[src/hw/pfci_pkg.sv]
package pfci_pkg;
  localparam int ADDR_W = 22;
  localparam int DATA_W = 16;
  localparam int CLK_MHZ = 125;
  // bus cycle times, ns
  localparam int T_SETUP_NS = 20;
  localparam int T_WE_PULSE_NS = 40;
  localparam int T_HOLD_NS = 20;
  localparam int T_READ_NS = 100;
  localparam int T_RST_PULSE_NS = 500;
  localparam int T_RST_REC_NS = 500;
  // internal operation limits, us
  localparam int T_PROG_US = 10;
  localparam int T_SUSP_US = 20;
  localparam int SYNC_STAGES = 2;
  // least times round up, longest times round down
  localparam int SETUP_CYC = (T_SETUP_NS * CLK_MHZ + 999) / 1000;
  localparam int PULSE_CYC = (T_WE_PULSE_NS * CLK_MHZ + 999) / 1000;
  localparam int HOLD_CYC = (T_HOLD_NS * CLK_MHZ + 999) / 1000;
  localparam int READ_CYC = (T_READ_NS * CLK_MHZ + 999) / 1000;
  localparam int RST_PULSE_CYC = (T_RST_PULSE_NS * CLK_MHZ + 999) / 1000;
  localparam int RST_REC_CYC = (T_RST_REC_NS * CLK_MHZ + 999) / 1000;
  localparam int PROG_CYC = T_PROG_US * CLK_MHZ;
  localparam int SUSP_CYC = T_SUSP_US * CLK_MHZ;
  // command codes
  localparam logic [15:0] CMD_SECTOR_ERASE = 16'h0030;
  localparam logic [15:0] CMD_BLOCK_ERASE = 16'h0050;
  localparam logic [15:0] CMD_SUSPEND = 16'h00b0;
  localparam logic [15:0] CMD_RESUME = 16'h0030;
  localparam int SECTOR_SHIFT = 11;
  localparam int BLOCK_SHIFT = 15;
  localparam int TOGGLE_POS = 6;
  localparam logic [2:0] PROG_LEN = 3'h3;
  localparam logic [2:0] ERASE_LEN = 3'h5;
  // register offsets
  localparam logic [7:0] REG_CTRL = 8'h00;
  localparam logic [7:0] REG_ADDR = 8'h04;
  localparam logic [7:0] REG_WDATA = 8'h08;
  localparam logic [7:0] REG_STATUS = 8'h0c;
  localparam logic [7:0] REG_RDATA = 8'h10;
  localparam logic [7:0] REG_CONFIG = 8'h14;
  // status bit positions
  localparam int ST_BUSY = 0;
  localparam int ST_DONE = 1;
  localparam int ST_SUSP = 2;
  localparam int ST_ERASING = 3;
  localparam int ST_REFUSED = 4;
  localparam int ST_TIMEOUT = 5;
  // operations written to the control register
  localparam logic [2:0] OP_READ = 3'h1;
  localparam logic [2:0] OP_PROG = 3'h2;
  localparam logic [2:0] OP_SERASE = 3'h3;
  localparam logic [2:0] OP_BERASE = 3'h4;
  localparam logic [2:0] OP_SUSPEND = 3'h5;
  localparam logic [2:0] OP_RESUME = 3'h6;
  localparam logic [2:0] OP_RESET = 3'h7;
  localparam logic [2:0] CTRL_RESET = 3'h0;
  localparam logic CONFIG_RESET = 1'b1;
endpackage

[src/hw/pfci_ctrl.sv]
// Contract
// host pulses write strobe low only while chip select is low
// device takes address at the later falling strobe
// device takes data at the earlier rising strobe
// device idles in low power after a read, wakes without delay
// no low power after power-up until address moves or select rises
// device drives data only while select and output gate are low
// select high deselects the device, bus ignored
// host must erase the sector before programming a word; the code starts a program without checking that the sector was erased
// program is three unlock cycles then address and data cycle
// internal program finishes within ten microseconds
// during program commands ignored, reads give status only
// host keeps write-protect constant during program or erase
// sector erase: six cycles, last one code 30H at sector
// block erase: six cycles, last one code 50H at block
// sixth erase cycle: address on fall, code on rise, then erase
// during erase commands ignored except suspend
// erase of protected block ignored while write-protect low
// single cycle B0H suspends erase, read mode within 20 us
// suspended area reads give status, elsewhere array data
// while suspended, programs outside suspended area only
// single cycle 30H at any address resumes the erase
// poll bit zero during erase, inverted data during program
// toggle bit alternates while busy, stops when done
// reset pin low aborts operation, back to array read
// mismatched sequence cycle abandons the command
// two setup cycles follow the unlock cycles in erase; the code sends one setup cycle (3CH), then two more unlock cycles
module pfci_ctrl
  import pfci_pkg::*;
#(
  // unlock addresses and codes: arbitrary values
  parameter logic [ADDR_W-1:0] UNLOCK_ADDR_A = 22'h00_0123,
  parameter logic [ADDR_W-1:0] UNLOCK_ADDR_B = 22'h00_0456,
  parameter logic [DATA_W-1:0] UNLOCK_DATA_A = 16'h00a5,
  parameter logic [DATA_W-1:0] UNLOCK_DATA_B = 16'h005a,
  parameter logic [DATA_W-1:0] PROG_SETUP_DATA = 16'h00c3,
  parameter logic [DATA_W-1:0] ERASE_SETUP_DATA = 16'h003c
) (
  input wire logic clock_in,
  input wire logic reset_in,
  input wire logic clk_en_in,
  input wire logic [7:0] reg_addr_in,
  input wire logic [31:0] reg_wdata_in,
  input wire logic reg_write_in,
  input wire logic reg_read_in,
  output logic [31:0] reg_rdata_out,
  input wire logic [DATA_W-1:0] flash_dq_in,
  output logic [DATA_W-1:0] flash_dq_out,
  output logic flash_dq_oe_out,
  output logic [ADDR_W-1:0] flash_addr_out,
  output logic flash_ce_n_out,
  output logic flash_we_n_out,
  output logic flash_oe_n_out,
  output logic flash_reset_n_out,
  output logic flash_wp_n_out
);
  typedef enum logic [2:0] {S_IDLE, S_SEQ, S_SEQ_WAIT, S_POLL, S_POLL_WAIT,
    S_READ_WAIT, S_RST_LOW, S_RST_REC} pfci_state_t;
  pfci_state_t st;
  logic [2:0] op, idx, last_idx;
  logic [ADDR_W-1:0] target, erase_area;
  logic [DATA_W-1:0] wdata, rdata, dq_meta, dq_sync, cyc_rdata;
  logic erase_blk, erasing, suspended, susp_pend, have_prev, prev_toggle;
  logic done_f, refused_f, timeout_f, wp_cfg;
  logic [11:0] cnt;
  logic cyc_start, cyc_wr, cyc_done;
  logic [ADDR_W-1:0] cyc_addr;
  logic [DATA_W-1:0] cyc_data;
  logic ctrl_wr, stat_wr;
  logic [2:0] new_op;
  logic [ADDR_W-1:0] new_addr;

  assign ctrl_wr = reg_write_in && reg_addr_in == REG_CTRL;
  assign stat_wr = reg_write_in && reg_addr_in == REG_STATUS;
  assign new_op = reg_wdata_in[2:0];
  assign new_addr = reg_wdata_in[ADDR_W-1:0];

  function automatic logic same_area(input logic [ADDR_W-1:0] a,
    input logic [ADDR_W-1:0] b, input logic blk);
    if (blk)
      same_area = (a >> BLOCK_SHIFT) == (b >> BLOCK_SHIFT);
    else
      same_area = (a >> SECTOR_SHIFT) == (b >> SECTOR_SHIFT);
  endfunction

  function automatic logic [ADDR_W-1:0] seq_addr(input logic [2:0] o,
    input logic [2:0] i, input logic [ADDR_W-1:0] t);
    if (o == OP_SUSPEND || o == OP_RESUME)
      seq_addr = t;
    else if (i == 3'h1 || i == 3'h4)
      seq_addr = UNLOCK_ADDR_B;
    else if ((o == OP_PROG && i == PROG_LEN) || i == ERASE_LEN)
      seq_addr = t;
    else
      seq_addr = UNLOCK_ADDR_A;
  endfunction

  function automatic logic [DATA_W-1:0] seq_data(input logic [2:0] o,
    input logic [2:0] i, input logic [DATA_W-1:0] w);
    seq_data = UNLOCK_DATA_A;
    case (i)
      3'h0: begin
        if (o == OP_SUSPEND)
          seq_data = CMD_SUSPEND;
        else if (o == OP_RESUME)
          seq_data = CMD_RESUME;
      end
      3'h1: seq_data = UNLOCK_DATA_B;
      3'h2: seq_data = (o == OP_PROG) ? PROG_SETUP_DATA : ERASE_SETUP_DATA;
      3'h3: seq_data = (o == OP_PROG) ? w : UNLOCK_DATA_A;
      3'h4: seq_data = UNLOCK_DATA_B;
      3'h5: seq_data = (o == OP_SERASE) ? CMD_SECTOR_ERASE
                                        : CMD_BLOCK_ERASE;
      default: seq_data = UNLOCK_DATA_A;
    endcase
  endfunction

  ////////////////////////////////////////////////////////////////////////
  always_ff @(posedge clock_in) begin
    if (reset_in) begin
      dq_meta <= 16'h0000;
      dq_sync <= 16'h0000;
    end else if (clk_en_in) begin
      dq_meta <= flash_dq_in;
      dq_sync <= dq_meta;
    end
  end

  pfci_cycle u_cycle (
    .clock_in(clock_in),
    .reset_in(reset_in),
    .clk_en_in(clk_en_in),
    .start_in(cyc_start),
    .write_in(cyc_wr),
    .addr_in(cyc_addr),
    .data_in(cyc_data),
    .dq_sync_in(dq_sync),
    .done_out(cyc_done),
    .rdata_out(cyc_rdata),
    .addr_out(flash_addr_out),
    .dq_out(flash_dq_out),
    .dq_oe_out(flash_dq_oe_out),
    .ce_n_out(flash_ce_n_out),
    .we_n_out(flash_we_n_out),
    .oe_n_out(flash_oe_n_out)
  );

  ////////////////////////////////////////////////////////////////////////
  always_ff @(posedge clock_in) begin
    if (reset_in) begin
      st <= S_IDLE;
      op <= CTRL_RESET;
      idx <= 3'h0;
      last_idx <= 3'h0;
      target <= 22'h00_0000;
      erase_area <= 22'h00_0000;
      erase_blk <= 1'b0;
      erasing <= 1'b0;
      suspended <= 1'b0;
      susp_pend <= 1'b0;
      have_prev <= 1'b0;
      prev_toggle <= 1'b0;
      cnt <= 12'h0000;
      rdata <= 16'h0000;
      cyc_start <= 1'b0;
      cyc_wr <= 1'b0;
      cyc_addr <= 22'h00_0000;
      cyc_data <= 16'h0000;
      done_f <= 1'b0;
      refused_f <= 1'b0;
      timeout_f <= 1'b0;
      flash_reset_n_out <= 1'b1;
    end else if (clk_en_in) begin
      cyc_start <= 1'b0;
      // sticky flags: a set in the same cycle wins over the clear
      if (stat_wr && reg_wdata_in[ST_DONE])
        done_f <= 1'b0;
      if (stat_wr && reg_wdata_in[ST_REFUSED])
        refused_f <= 1'b0;
      if (stat_wr && reg_wdata_in[ST_TIMEOUT])
        timeout_f <= 1'b0;
      if (ctrl_wr && new_op == OP_RESET) begin
        st <= S_RST_LOW;
        cnt <= 12'h0000;
        flash_reset_n_out <= 1'b0;
        erasing <= 1'b0;
        suspended <= 1'b0;
        susp_pend <= 1'b0;
      end else if (ctrl_wr && st == S_IDLE) begin
        op <= new_op;
        target <= new_addr;
        idx <= 3'h0;
        if (new_op == OP_READ) begin
          cyc_start <= 1'b1;
          cyc_wr <= 1'b0;
          cyc_addr <= new_addr;
          st <= S_READ_WAIT;
        end else if (new_op == OP_PROG &&
                     !(suspended && same_area(new_addr, erase_area,
                                              erase_blk))) begin
          last_idx <= PROG_LEN;
          st <= S_SEQ;
        end else if ((new_op == OP_SERASE || new_op == OP_BERASE) &&
                     !erasing) begin
          last_idx <= ERASE_LEN;
          erase_area <= new_addr;
          erase_blk <= new_op == OP_BERASE;
          erasing <= 1'b1;
          st <= S_SEQ;
        end else if (new_op == OP_RESUME && suspended) begin
          last_idx <= 3'h0;
          target <= erase_area;
          suspended <= 1'b0;
          st <= S_SEQ;
        end else
          refused_f <= 1'b1;
      end else if (ctrl_wr && new_op == OP_SUSPEND && erasing &&
                   !suspended && !susp_pend &&
                   (st == S_POLL || st == S_POLL_WAIT) && op != OP_PROG) begin
        susp_pend <= 1'b1;
      end else if (ctrl_wr) begin
        refused_f <= 1'b1;
      end
      if (!(ctrl_wr && new_op == OP_RESET)) begin
        case (st)
          S_IDLE: cnt <= 12'h0000;
          S_SEQ: begin
            cyc_start <= 1'b1;
            cyc_wr <= 1'b1;
            cyc_addr <= seq_addr(op, idx, target);
            cyc_data <= seq_data(op, idx, wdata);
            st <= S_SEQ_WAIT;
          end
          S_SEQ_WAIT: begin
            if (cyc_done) begin
              idx <= idx + 3'h1;
              st <= (idx == last_idx) ? S_POLL : S_SEQ;
              have_prev <= 1'b0;
              cnt <= 12'h0000;
            end
          end
          S_POLL: begin
            cyc_start <= 1'b1;
            cyc_wr <= 1'b0;
            cyc_addr <= (op == OP_PROG) ? target : erase_area;
            st <= S_POLL_WAIT;
          end
          S_POLL_WAIT: begin
            if (cnt != 12'hfff)
              cnt <= cnt + 12'h0001;
            if (op == OP_PROG && cnt == 12'(PROG_CYC)) begin
              timeout_f <= 1'b1;
              st <= S_IDLE;
            end else if (cyc_done) begin
              have_prev <= 1'b1;
              prev_toggle <= cyc_rdata[TOGGLE_POS];
              if (op == OP_SUSPEND && cnt >= 12'(SUSP_CYC))
                timeout_f <= 1'b1;
              if (susp_pend) begin
                susp_pend <= 1'b0;
                op <= OP_SUSPEND;
                target <= erase_area;
                idx <= 3'h0;
                last_idx <= 3'h0;
                st <= S_SEQ;
              end else if (have_prev &&
                           prev_toggle == cyc_rdata[TOGGLE_POS]) begin
                // toggle has stopped: operation over
                st <= S_IDLE;
                done_f <= 1'b1;
                if (op == OP_SUSPEND)
                  suspended <= 1'b1;
                else if (op != OP_PROG)
                  erasing <= 1'b0;
              end else
                st <= S_POLL;
            end
          end
          S_READ_WAIT: begin
            if (cyc_done) begin
              rdata <= cyc_rdata;
              done_f <= 1'b1;
              st <= S_IDLE;
            end
          end
          S_RST_LOW: begin
            cnt <= cnt + 12'h0001;
            if (cnt == 12'(RST_PULSE_CYC - 1)) begin
              flash_reset_n_out <= 1'b1;
              cnt <= 12'h0000;
              st <= S_RST_REC;
            end
          end
          S_RST_REC: begin
            cnt <= cnt + 12'h0001;
            if (cnt == 12'(RST_REC_CYC - 1)) begin
              done_f <= 1'b1;
              st <= S_IDLE;
            end
          end
          default: st <= S_IDLE;
        endcase
      end
    end
  end

  ////////////////////////////////////////////////////////////////////////
  always_ff @(posedge clock_in) begin
    if (reset_in) begin
      wdata <= 16'h0000;
      wp_cfg <= CONFIG_RESET;
      flash_wp_n_out <= CONFIG_RESET;
    end else if (clk_en_in) begin
      if (reg_write_in && reg_addr_in == REG_WDATA)
        wdata <= reg_wdata_in[DATA_W-1:0];
      if (reg_write_in && reg_addr_in == REG_CONFIG)
        wp_cfg <= reg_wdata_in[0];
      if (st == S_IDLE && !erasing)
        flash_wp_n_out <= wp_cfg;
    end
  end

  always_ff @(posedge clock_in) begin
    if (reset_in)
      reg_rdata_out <= 32'h0000_0000;
    else if (clk_en_in) begin
      reg_rdata_out <= 32'h0000_0000;
      if (reg_read_in) begin
        case (reg_addr_in)
          REG_CTRL: reg_rdata_out <= {29'h0, op};
          REG_ADDR: reg_rdata_out <= {10'h000, target};
          REG_WDATA: reg_rdata_out <= {16'h0000, wdata};
          REG_STATUS: reg_rdata_out <= {26'h0, timeout_f, refused_f,
            erasing, suspended, done_f, st != S_IDLE};
          REG_RDATA: reg_rdata_out <= {16'h0000, rdata};
          REG_CONFIG: reg_rdata_out <= {31'h0, wp_cfg};
          default: reg_rdata_out <= 32'h0000_0000;
        endcase
      end
    end
  end
endmodule

[src/hw/pfci_cycle.sv]
module pfci_cycle
  import pfci_pkg::*;
(
  input wire logic clock_in,
  input wire logic reset_in,
  input wire logic clk_en_in,
  input wire logic start_in,
  input wire logic write_in,
  input wire logic [ADDR_W-1:0] addr_in,
  input wire logic [DATA_W-1:0] data_in,
  input wire logic [DATA_W-1:0] dq_sync_in,
  output logic done_out,
  output logic [DATA_W-1:0] rdata_out,
  output logic [ADDR_W-1:0] addr_out,
  output logic [DATA_W-1:0] dq_out,
  output logic dq_oe_out,
  output logic ce_n_out,
  output logic we_n_out,
  output logic oe_n_out
);
  typedef enum logic [2:0] {C_IDLE, C_SETUP, C_PULSE, C_HOLD, C_READ}
    pfci_cyc_t;
  pfci_cyc_t st;
  logic [11:0] cnt;

  ////////////////////////////////////////////////////////////////////////
  always_ff @(posedge clock_in) begin
    if (reset_in) begin
      st <= C_IDLE;
      cnt <= 12'h0000;
      done_out <= 1'b0;
      rdata_out <= 16'h0000;
      addr_out <= 22'h00_0000;
      dq_out <= 16'h0000;
      dq_oe_out <= 1'b0;
      ce_n_out <= 1'b1;
      we_n_out <= 1'b1;
      oe_n_out <= 1'b1;
    end else if (clk_en_in) begin
      done_out <= 1'b0;
      cnt <= cnt + 12'h0001;
      case (st)
        C_IDLE: begin
          cnt <= 12'h0000;
          if (start_in) begin
            addr_out <= addr_in;
            ce_n_out <= 1'b0;
            if (write_in) begin
              dq_out <= data_in;
              dq_oe_out <= 1'b1;
              st <= C_SETUP;
            end else begin
              oe_n_out <= 1'b0;
              st <= C_READ;
            end
          end
        end
        C_SETUP: begin
          if (cnt == 12'(SETUP_CYC - 1)) begin
            // address is taken by the later falling strobe
            we_n_out <= 1'b0; // see
            cnt <= 12'h0000;
            st <= C_PULSE;
          end
        end
        C_PULSE: begin
          if (cnt == 12'(PULSE_CYC - 1)) begin
            // data still driven at the first rising strobe
            we_n_out <= 1'b1;
            cnt <= 12'h0000;
            st <= C_HOLD;
          end
        end
        C_HOLD: begin
          if (cnt == 12'(HOLD_CYC - 1)) begin
            ce_n_out <= 1'b1;
            dq_oe_out <= 1'b0;
            done_out <= 1'b1;
            st <= C_IDLE;
          end
        end
        C_READ: begin
          if (cnt == 12'(READ_CYC + SYNC_STAGES - 1)) begin
            rdata_out <= dq_sync_in;
            ce_n_out <= 1'b1;
            oe_n_out <= 1'b1;
            done_out <= 1'b1;
            st <= C_IDLE;
          end
        end
        default: st <= C_IDLE;
      endcase
    end
  end
endmodule

[config.mk]
export PLATFORM = sky130hd
export DESIGN_NAME = pfci_ctrl
export DESIGN_NICKNAME = d
export VERILOG_FILES = /design/src/hw/pfci_pkg.sv /design/src/hw/pfci_ctrl.sv /design/src/hw/pfci_cycle.sv
export SDC_FILE = /design/constraint.sdc
export NUM_CORES = 1
export LEC_CHECK = 0
export ABC_AREA = 1
export BUFFER_PORTS_ARGS = -buffer_cell sky130_fd_sc_hd__buf_4
export CAP_MARGIN = 20
export CORE_AREA = 2 2 162 164
export CTS_BUF_LIST = sky130_fd_sc_hd__clkbuf_16
export DETAILED_ROUTE_END_ITERATION = 16
export DIE_AREA = 0 0 164 166
export PLACE_DENSITY_LB_ADDON = 0.2
export SYNTH_ARGS = -nofsm -noshare
export SYNTH_HDL_FRONTEND = slang
export SYNTH_SLANG_ARGS = --single-unit
[constraint.sdc]
create_clock -name clock_in -period 2.2 [get_ports clock_in]
set_input_delay 0.22 -clock clock_in [delete_from_list [all_inputs] [get_ports clock_in]]
set_output_delay 0.22 -clock clock_in [all_outputs]
set_load 0.05 [all_outputs]
After elaboration in Yosys (flattened, before gate mapping). Index checks and enable logic that the tools add are counted. W data, S select, Z words.

Equal/unequal tests: 53. Reduce and logical (&&, ||, !) cells: 61. Bitwise gates (word level): 4. Mux-type cells: 185. $add $sub $neg: 3. $lt $le $gt $ge: 1.

Operator list (number): $mux W22 (20); $mux W3 (44); $pmux W22 S6 (1); $mux W1 (90); $mux W12 (7); $pmux W16 S5 (1); $pmux W12 S5 (1); $pmux W22 S2 (1); $eq A3 B3 Y1 const B (13); $pmux W12 S3 (1); $eq A3 B2 Y1 const B (10); $add A12 B1 Y12 const B (2); $logic_and A1 B1 Y1 (24); $mux W8 (3); $pmux W3 S7 (1); $reduce_and A5 Y1 (4); $reduce_and A6 Y1 (3); $eq A8 B4 Y1 const B (2); $eq A8 B5 Y1 const B (2); $mux W16 (1); $pmux W3 S5 (1); $eq A12 B11 Y1 const B (1); $eq A12 B2 Y1 const B (1); $eq A12 B3 Y1 const B (1); other kinds (30) (72).

Input bits: 61. Output and inout port bits: 76. Register bits: 290. Logic and storage cells: 345.

Depth between registers and ports, before layout. Gate-level depths: netlist of run 1.

Depth in word-level cells: 22. Mapped depth: 15. Gate-level depth less buffers: 15.

By module. From an unflattened synthesis of run 1, not the netlist that was laid out.

Cell total of the unflattened synthesis: 1986. Area, all modules: 13807.0 µm².

Modules (own cells, without submodules): pfci_ctrl (area an instance 10689.0 µm², sequential area each 4124.0 µm², instances 1, cells each 1577); pfci_cycle (area an instance 3118.0 µm², sequential area each 1481.4 µm², instances 1, cells each 409).

Worst setup path before layout of run 1. Ideal clock, no wire load.

Kind: reg-to-reg. Start: register u_cycle.cnt[0] (netlist name). End: register u_cycle.dq_out[15]. Slack: 0.461 ns. Data required time: 2.135 ns. Period minus slack after synthesis: 1.739 ns. Buffers on the path: 1. Data arrival time: 1.675 ns. Stages on the path, launching flop included: 14. Setup time: 0.065 ns. Cells stage by stage: dfxtp_1 -> inv_1 -> ha_1 -> nand2_1 -> nor3_1 -> inv_1 -> a21oi_2 -> nand2_1 -> nor2_1 -> nand2_2 -> inv_2 -> buf_4 -> nor2_1 -> nor2_1.

RTL lines: end signal: assignment (line pfci_cycle.sv:49) `dq_out <= data_in;`; end: declaration (line pfci_cycle.sv:15) `output logic [DATA_W-1:0] dq_out,`.

Final worst setup path of run 1.
Start: register u_cycle.st[0]. End: register u_cycle.dq_out[14].

Word-level cells in the longest chain between the ends: 2.

RTL lines: start: declaration (line pfci_cycle.sv:23) `pfci_cyc_t st;`; start signal: assignment (line pfci_cycle.sv:29) `st <= C_IDLE;`; start signal: assignment (line pfci_cycle.sv:51) `st <= C_SETUP;`; start signal: assignment (line pfci_cycle.sv:54) `st <= C_READ;`; $logic_not A3 Y1 (line pfci_cycle.sv:42) `case (st)`; $reduce_and A4 Y1 (no line).

Every way passes these cells. A chain may end at the register's enable or synchronous reset.

==> results of run 1 <==
==> per-stage QoR <==
stage / worst slack (ns) / setup TNS [ns] / utilization (%)
5_1_grt: -0.0297 / -0.132 / 64.9
3_5_place_dp: 0.0212 / 0 / 59.3
3_3_place_gp: 0.0786 / 0 / 59.3
2_1_floorplan: 0.461 / 0 / -
6_report: 0.0918 / 0 / 64.9
4_1_cts: 0.0345 / 0 / 64.5
==> flip-flops by register name, summed over array words and instances, names as in the netlist, 3 cells and up <==
| signal | cells |
|---|---|
| reg_rdata_out | 22 |
| erase_area | 22 |
| idx | 3 |
| u_cycle.rdata_out | 16 |
| last_idx | 3 |
| cnt | 12 |
| wdata | 16 |
| cyc_data | 16 |
| u_cycle.st | 3 |
| u_cycle.dq_out | 16 |
| dq_sync | 16 |
| u_cycle.cnt | 12 |
| rdata | 16 |
| target | 22 |
| dq_meta | 16 |
| op | 3 |
| cyc_addr | 22 |
| st | 3 |
| u_cycle.addr_out | 22 |
==> area by class of cell <==
type                    count  share of cell area (%)
repair buffers            231                    11.8
flip-flops and latches    280                    33.8
multi-input cells        1380                    41.0
clock buffers              30                    4.52
inverters                 218                    5.08
clock inverters            25                    1.37
well taps                 335                    2.52
==> synth_stat cells, drive strengths merged, types with 6 or more instances <==
| library cell | number | share of area [%] |
|---|---|---|
| nand2 | 422 | 12 |
| dfxtp | 280 | 41 |
| a21oi | 264 | 10 |
| o21ai | 234 | 8.7 |
| inv | 216 | 6.0 |
| nor2 | 209 | 6.2 |
| nand3 | 83 | 3.2 |
| clkbuf | 63 | 1.7 |
| buf | 53 | 2.6 |
| nor3 | 40 | 1.7 |
| nand4 | 17 | 0.86 |
| a211oi | 14 | 0.76 |
| ha | 11 | 1.0 |
| o211ai | 11 | 0.60 |
| o22ai | 9 | 0.41 |
| xor2 | 8 | 0.51 |
| o221ai | 7 | 0.45 |
| o31ai | 7 | 0.38 |
| o2111ai | 6 | 0.38 |
==> worst max-delay path, stage by stage (launching register included) <==
cell and delay, ns:
dfxtp_1 0.39, inv_1 0.09, nor3_2 0.27, inv_1 0.26
nand2_1 0.15, nand2_1 0.12, nor2_4 0.17, buf_12 0.13
nand2_4 0.12, o21ai_0 0.20, nor2_1 0.07
==> power groups by stage <==
stage | clock network, mW | logic, mW | registers (mW)
floorplan | 0 | 0.937 | 5.67
global route | 5.29 | 2.00 | 5.35
global placement | 0 | 1.64 | 5.43
finish | 5.00 | 1.82 | 5.33
CTS | 5.07 | 1.73 | 5.33
detailed placement | 0 | 1.67 | 5.44
==> routing by layer <==
| metal | part of all wire [%] | vias to the layer above |
|---|---|---|
| met1 | 43 | 6319 |
| met5 | 0 | - |
| li1 | - | 6831 |
| met4 | 3.6 | 0 |
| met3 | 7.1 | 94 |
| met2 | 46 | 506 |
==> kinds of logic after synthesis <==
family / count (synthesis)
simple gates: 781
compound gates: 564
buf+inv: 334
flops: 280
xor+xnor: 13
fa+ha+maj: 11
other cells: 1
==> path summary, 6_finish.rpt <==
kind / start / to / slack (ns) / depth (start not counted)
max reg2reg: u_cycle.st[0]$_SDFFE_PP0P_ / u_cycle.dq_out[14]$_SDFFE_PP0P_ / 0.09 / 10
min: reg_addr_in[3] / wp_cfg$_SDFFE_PP1P_ / 0.05 / 4
min reg2reg: u_cycle.rdata_out[7]$_SDFFE_PP0P_ / u_cycle.rdata_out[7]$_SDFFE_PP0P_ / 0.44 / 2
max: u_cycle.st[0]$_SDFFE_PP0P_ / u_cycle.dq_out[14]$_SDFFE_PP0P_ / 0.09 / 10
==> what timing repair did <==
item / CTS / global route
hold buffers: 36 / 0
setup endpoints to repair: 2 / 30
pin swaps: 0 / 4
buffers inserted: 0 / 2
endpoints found under the hold margin: 60 / 0
cloned: 0 / 1
gates resized for setup: 1 / 19
==> results.cfg, run 1 <==
[sta]
max_freq_mhz = 474
timing.hold.ws_ns = 0.0510
period_minus_slack_ns = 2.11
setup_viol = 0
fin_crit_sh_pct = 95.8
relSlewSlack_pct = 50.8
skew_ns = 0.0279
slew_violations = 0
tightest_slew_ns = 0.735
hold_viol = 0

[power_and_ir_drop]
p_leak_nw = 6.74
cell_internal_pwr_mw = 8.65
total_power_mw = 12.2
switching_power_mw = 3.51
peakVddDrop_mv = 0.772
p_per_area_nw_per_um2 = 732
power_frac_clock_pct = 41.2
p_sw_share_pct = 28.8
p_seq_share_pct = 43.9
pwr-share-comb_pct = 15.0

[global_route]
grt_use_met3_pct = 4.60
grt_util_all_layers_pct = 29.6
use_met1_pct = 39.4
grt_start_max_net_pins = 113
top_usage_layer = met2
grt_pass1_vias = 12800
overflow = 0
grt_use_met2_pct = 48.5
antenna_found_initial = 0
grt_pass1_wl_um = 65600

[die]
initial_utilization_pct = 53.7
die_w_um = 164
ios = 137
die_h_um = 166
dieArea_um2 = 27200
coreArea_um2 = 25600
fp-row-count = 59

[clocking]
clock_path_buffers = 3
cts.sinks = 280
cts-root-buf = clkbuf_16
clkTransAtPathRegs_ns = 0.06
cts_tree = yes
clock_latency_ns = 0.59
htree_num_levels = 1
numCtsBuffers = 30

[placement]
gp_congestion = 0.983
portBuffers = 116
dpl.cell_count = 2405
dp_hpwl_um = 28500
placed_area_um2 = 15200

[critical_path]
worstPathRequired_ns = 2.67
cp-start-kind = flop
end_kind = flop
cp.arrival_ns = 2.57
worstPathMaxFanout = 9
critical_path_class = reg2reg

[cells_and_area]
nets = 2213
synthToLayoutAreaGrowth_pct = 20.7
instances_no_fill = 2499
multi_input_area_um2 = 6810
antenna_cells = 0
final_common_cell = nand2_1
seqCellArea_um2 = 5610
layout_common_cells = nand2_1 (409), dfxtp_1 (279), a21oi_1 (235)
drive_above_1_share_pct = 15.4
nFillCells = 2251
final_area_um2 = 16600

[logic_synthesis]
post_synth_num_cell_types = 57
netlist_area_um2 = 13800
synth_warnings = 0
synthArstFlopShare_pct = 0
synth_top_family_by_area = simple AND/OR/NAND/NOR gates
synth_seq_area_share_pct = 40.7
synth-adder-area-share_pct = 1.00
synthXorXnorAreaFrac_pct = 0.827
synth_edf_count = 0
yosys.area_share.simple_pct = 24.2
synth_compound_area_share_pct = 22.8
synth-seq-cells = 280
syn_inst = 1984
synth_ff_type = dfxtp_1
synthMuxAreaShare_pct = 0
postSynthAreaPerCell_um2 = 6.94

[run_status]
status = complete, no violations

[routing]
ant_nets = 0
postRouteWirelength_um = 41300
num_vias = 13800
vias_per_cell = 5.50
dr.pass1.iters = 6
drc = 0
detail_route.wl_per_cell_um = 16.5
drt_iter0_drc = 1331

[worst_hold_path]
hp-class = in2reg

[flow_run]
cap_violations = 0
(Power assumes the default switching activity.)
==> inputs of run 2 (changes only) <==
Settings changed: ABC_AREA 1 to unset, CORE_AREA 2 2 162 164 to 2 2 153 155, CTS_CLUSTER_DIAMETER set to 30, DIE_AREA 0 0 164 166 to 0 0 155 157.
==> run 2 against run 1 <==
  * The run now ends with setup timing left
  * Synthesized cell count shrank 22%
  * Non-clock buffer count grew 63
  * Flip-flop and latch count did not move
  * Maximum frequency down 7.3%
  * Critical path type unchanged
==> results.cfg, run 2 <==
[logic_synthesis]
synth_seq_area_share_pct = 42.3
postSynthAreaPerCell_um2 = 8.58
synth_ff_type = dfxtp_1
synth_warnings = 0
post_synth_num_cell_types = 87
synthArstFlopShare_pct = 0
netlist_area_um2 = 13200
synth_area_leaders = dfxtp_1 (42%), nand2_1 (7.1%), mux2i_1 (7.0%)
synth-seq-cells = 280
netlist_top_cells_count = dfxtp_1 (280), nand2_1 (251), a21oi_1 (151), nor2_1 (144), mux2i_1 (92)
synth_top_area_share_pct = 42.3
syn_inst = 1543
synth_edf_count = 0
yosysMostFrequentCell = dfxtp_1
synth_top_area_cell = dfxtp_1

[cells_and_area]
final_common_cell = dfxtp_1
seqCellArea_um2 = 5620
synthToLayoutAreaGrowth_pct = 34.4
final_area_um2 = 17800
nets = 1854
multi_input_area_um2 = 7410
layout_common_cells = dfxtp_1 (274), buf_4 (231), nand2_1 (230)
nFillCells = 1478
antenna_cells = 0
drive_above_1_share_pct = 26.3

[clocking]
numCtsBuffers = 54
htree_num_levels = 2
cts_tree = yes
cts-root-buf = clkbuf_16
clkTransAtPathRegs_ns = 0.04
clock_path_buffers = 3
clock_latency_ns = 0.56
cts.sinks = 280

[sta]
max_freq_mhz = 440
rsz0062_at_grt = yes
period_minus_slack_ns = 2.27
relSlewSlack_pct = 44.8
worst_slack_ns = -0.0738
tightest_slew_ns = 0.828
skew_ns = 0.0292
slew_violations = 0
setup_viol = 16
hold_viol = 0
fin_crit_sh_pct = 103

[placement]
placed_area_um2 = 15000
dp_hpwl_um = 26900
portBuffers = 116
gp_congestion = 1.02
post-place-ws_ns = -0.187

[die]
die_w_um = 155
fp-row-count = 55
ios = 137
initial_utilization_pct = 58.9
die_h_um = 157
coreArea_um2 = 22500
dieArea_um2 = 24300

[critical_path]
r2r-start = cnt[0]$_SDFFE_PP0P_
worstPathMaxFanout = 5
end_kind = flop
worstPathRequired_ns = 2.64
cp.arrival_ns = 2.71
cp-endpoint = target[0]$_SDFFE_PP0P_
ff2ff_path_depth = 11
startpoint = cnt[0]$_SDFFE_PP0P_
cp-start-kind = flop
r2r_setup_slack_ns = -0.07
critical_path_class = reg2reg
reg2reg_to = target[0]$_SDFFE_PP0P_

[global_route]
antenna_found_initial = 0
overflow = 0
grt_pass1_vias = 12400
grt_start_max_net_pins = 114
grt_pass1_wl_um = 65200
grt_util_all_layers_pct = 33.4

[run_status]
violations = setup timing
status = complete, but fails checks

[routing]
detail_route.wl_per_cell_um = 20.8
ant_nets = 0
drt_iter0_drc = 1459
postRouteWirelength_um = 43800
num_vias = 13200
vias_per_cell = 6.26
drc = 0
dr.pass1.iters = 6

[flow_run]
cap_violations = 0

[power_and_ir_drop]
peakVddDrop_mv = 0.638
p_per_area_nw_per_um2 = 783
p_leak_nw = 7.34

[worst_hold_path]
hp-class = in2reg
-- run 2: changes by cell type in the layout (fill, tap and decap cells not counted), sizes merged, moves of 19 or more --
cell / change
a21oi: -113
a221o: +19
a22oi: +22
buf: +61
clkbuf: +27
inv: -186
mux2: +23
mux2i: +92
nand2: -172
nand3: -42
nor2: -64
o211a: +19
o21ai: -196
-- run 2: power breakdown --
group	switching (mW)	internal [mW]	leakage [nW]	total (mW)
Combinational	0.459	0.336	4.20	0.795
Clock	2.77	5.18	0.877	7.95
Sequential	0.0560	5.14	2.27	5.19
-- run 2: repair_timing --
| action | in CTS | in global routing |
|---|---|---|
| resized for setup | 43 | 62 |
| hold buffers | 35 | 0 |
| gates cloned | 3 | 4 |
| endpoints found under the setup margin | 48 | 72 |
| setup buffers | 5 | 10 |
| pin swaps | 14 | 33 |
| hold endpoints to repair | 53 | 0 |
-- run 2: layout make-up --
cell class                      instances  share of cell area [%]
Multi-Input combinational cell       1131                    41.6
Clock buffer                           54                    7.59
Tap cell                              285                    2.00
Inverter                               21                   0.443
Sequential cell                       280                    31.5
Clock inverter                         42                    2.35
Timing Repair Buffer                  294                    14.5
-- run 2: worst max-delay path, stage by stage, from the launching register on --
cell and delay, ns:
dfxtp_2 0.31, inv_2 0.07, ha_4 0.12, or4bb_4 0.47
buf_6 0.14, o41ai_4 0.22, buf_6 0.19, buf_6 0.14
nor2_4 0.04, nand2_2 0.12, nor2_1 0.05, nor4_1 0.30
-- run 2: routing by layer --
layer	part of all wire, %	wire length [um]	GRT usage [%]
met1	40	17300	44.2
met2	46	20300	54.0
met3	9.8	4290	6.25
met4	4.2	1850	13.8
met5	0	0	0
-- run 2: logic make-up after synthesis --
| kind of cell | share of synthesized area (%) |
|---|---|
| AO/OA/AOI/OAI | 20.0 |
| XOR/XNOR | 1.98 |
| adder cells (fa/ha/maj) | 1.04 |
| buffers and inverters | 5.00 |
| flip-flops | 42.3 |
| multiplexers | 8.91 |
| other | 0.0283 |
| AND/OR/NAND/NOR | 20.7 |
-- run 2: how the worst min path moves through the flow --
stage / from / endpoint / slack, ns / depth (start not counted)
after floorplan: reg_wdata_in[10] / erase_area[10]$_SDFFE_PP0P_ / 0.36 / 2
after global placement: u_cycle.rdata_out[9]$_SDFFE_PP0P_ / rdata[9]$_SDFFE_PP0P_ / 0.44 / 2
after detailed placement: cyc_data[13]$_SDFFE_PP0P_ / cyc_data[13]$_SDFFE_PP0P_ / 0.45 / 2
after CTS: reg_wdata_in[0] / wp_cfg$_SDFFE_PP1P_ / 0.01 / 3
after global routing: reg_wdata_in[0] / wp_cfg$_SDFFE_PP1P_ / 0.05 / 3
final: reg_wdata_in[0] / wp_cfg$_SDFFE_PP1P_ / 0.04 / 3
-- run 2: through the flow --
| step | hold slack (ns) | utilization, % | power (mW) | TNS (ns) | cells |
|---|---|---|---|---|---|
| after floorplan | 0.356 | - | 5.69 | 0 | 1552 |
| after global placement | 0.438 | 66.9 | 5.93 | -2.36 | 1954 |
| after detailed placement | 0.446 | 66.9 | 5.95 | -4.29 | 1954 |
| after CTS | 0.0118 | 77.3 | 13.9 | -2.44 | 2093 |
| after global routing | 0.0485 | 79.1 | 14.3 | -1.88 | 2107 |
| final | 0.0391 | 79.1 | 13.9 | -0.556 | 2107 |
==> inputs of run 3 (changes only) <==
Settings changed: CELL_PAD_IN_SITES_DETAIL_PLACEMENT set to 0, CELL_PAD_IN_SITES_GLOBAL_PLACEMENT set to 2, CORE_AREA 2 2 153 155 to 2 2 195 197, DIE_AREA 0 0 155 157 to 0 0 197 199.
==> run 3 against run 2 <==
  * The flow still finishes with violations (setup timing)
  * Largest cell class unchanged
  * Clock power grew 31%
  * Sequential power about the same
  * Power grew 18%
  * Critical endpoint is now target[3]$_SDFFE_PP0P_
  * Routed wire length is 1.7% higher
  * Final area grew 4.7%
  * Register-to-register slack gained 0.04 ns
  * Die area up 61%
  * Critical path type unchanged
==> results.cfg, run 3 (synthesis gave the netlist of run 2 again) <==
[die]
die_h_um = 199
ios = 137
coreArea_um2 = 37100
dieArea_um2 = 39200
die_w_um = 197
fp-row-count = 71
initial_utilization_pct = 35.7

[critical_path]
worstPathMaxFanout = 13
worst_path_largest_cell_delay_ns = 0.46
end_kind = flop
path_common_cell = buf_6
worstPathRequired_ns = 2.74
cp-start-kind = flop
path_cells = inv_2 > ha_4 > or4bb_4 > buf_6 > o41ai_4 > buf_6 > nor3_4 > clkbuf_16 > o211ai_1 > o211a_1
crit_slowest_cell = or4bb_4
cp.arrival_ns = 2.77
critical_path_class = reg2reg
ff2ff_path_depth = 10

[power_and_ir_drop]
p_leak_nw = 7.54
pwr-share-comb_pct = 4.7
total_power_mw = 16.4
switching_power_mw = 3.80
p_sw_share_pct = 23.2
peakVddDrop_mv = 0.561
cell_internal_pwr_mw = 12.6
p_per_area_nw_per_um2 = 880
power_frac_clock_pct = 63.6
p_seq_share_pct = 31.7

[global_route]
grt_pass1_vias = 12200
grt_util_all_layers_pct = 22.7
grt_start_max_net_pins = 118
antenna_found_initial = 2
grt_pass1_wl_um = 69200
overflow = 0

[sta]
skew_ns = 0.0357
setup_viol = 3
rsz0062_at_grt = yes
slew_violations = 0
fin_crit_sh_pct = 102
tightest_slew_ns = 0.667
hold_viol = 0
setup_tns_ns = -0.0451
worst_slack_ns = -0.0338
relSlewSlack_pct = 55.5
max_freq_mhz = 448
period_minus_slack_ns = 2.23

[cells_and_area]
utilization_pct = 50.2
synthToLayoutAreaGrowth_pct = 40.7
layout_common_cells = dfxtp_1 (277), nand2_1 (242), buf_4 (239)
final_common_cell = dfxtp_1
nets = 1882
instances_no_fill = 2344
drive_above_1_share_pct = 26.3

[routing]
drt_iter0_drc = 649
vias_per_cell = 5.27
dr.pass1.iters = 5
postRouteWirelength_um = 44500
detail_route.wl_per_cell_um = 19.0
ant_nets = 0
drc = 0
num_vias = 12300

[placement]
dp_hpwl_um = 30100
portBuffers = 116
dpl.cell_count = 2161
gp_congestion = 0.896

[clocking]
cts-root-buf = clkbuf_16
clock_latency_ns = 0.59
cts.sinks = 280
clock_path_buffers = 3
cts_tree = yes
numCtsBuffers = 75
clkTransAtPathRegs_ns = 0.05
htree_num_levels = 3

[run_status]
violations = setup timing
status = complete, but fails checks

[worst_hold_path]
hp-class = in2reg
hold_depth = 3

[flow_run]
cap_violations = 0
## run 3: what timing repair did
item	in CTS	in global routing
endpoints found under the setup margin	52	86
hold buffers	38	0
gates cloned	5	0
buffers inserted	4	0
resized for setup	36	32
pin swaps	22	9
endpoints found under the hold margin	68	0
## run 3: through the flow
stage | worst slack (ns) | hold WS [ns] | instance area [um^2]
finish | -0.0338 | 0.0361 | 18600
global route | -0.0895 | 0.0411 | 18600
CTS | -0.0842 | 0.0163 | 18500
detailed placement | -0.193 | 0.445 | 15500
global placement | -0.171 | 0.440 | 15500
floorplan | 0.0127 | 0.356 | 13300
## run 3: path summary, 6_finish.rpt
path | start | end | slack [ns]
worst max-delay path | cnt[0]$_SDFFE_PP0P_ | target[3]$_SDFFE_PP0P_ | -0.03
worst min-delay path | reg_wdata_in[0] | op[0]$_SDFFE_PP0P_ | 0.04
worst max register to register | cnt[0]$_SDFFE_PP0P_ | target[3]$_SDFFE_PP0P_ | -0.03
worst min register to register | cyc_addr[12]$_SDFFE_PP0P_ | u_cycle.addr_out[12]$_SDFFE_PP0P_ | 0.45
## run 3: area by class of cell
type	instances	area, um^2
tap	474	593
multi-input combinational	1131	7290
clock buffer	75	1880
clock inverter	61	578
fill	3512	18500
inverter	21	78.8
antenna	1	2.50
sequential	280	5610
timing repair buffer	301	2620
## run 3: per-layer routing
layer	GRT usage [%]	wire length (um)
met4	7.49	831
met5	0	13
met3	4.70	2460
met1	30.8	20900
met2	36.1	20300
## run 3: power by group through the flow
stage               clock network, mW  registers, mW  logic [mW]
floorplan                           0           5.27       0.419
global placement                    0           5.29       0.692
detailed placement                  0           5.29       0.699
CTS                              10.6           5.20       0.766
global route                     10.9           5.20       0.838
finish                           10.4           5.20       0.777
## run 3: worst max-delay path: cells and delay by family, from the launching register on
kind | cells | cell delay [ns]
buffers and inverters | 4 | 0.61
AO/OA/AOI/OAI | 3 | 0.58
AND/OR/NAND/NOR | 2 | 0.55
flip-flops | 1 | 0.31
adder cells (fa/ha/maj) | 1 | 0.13
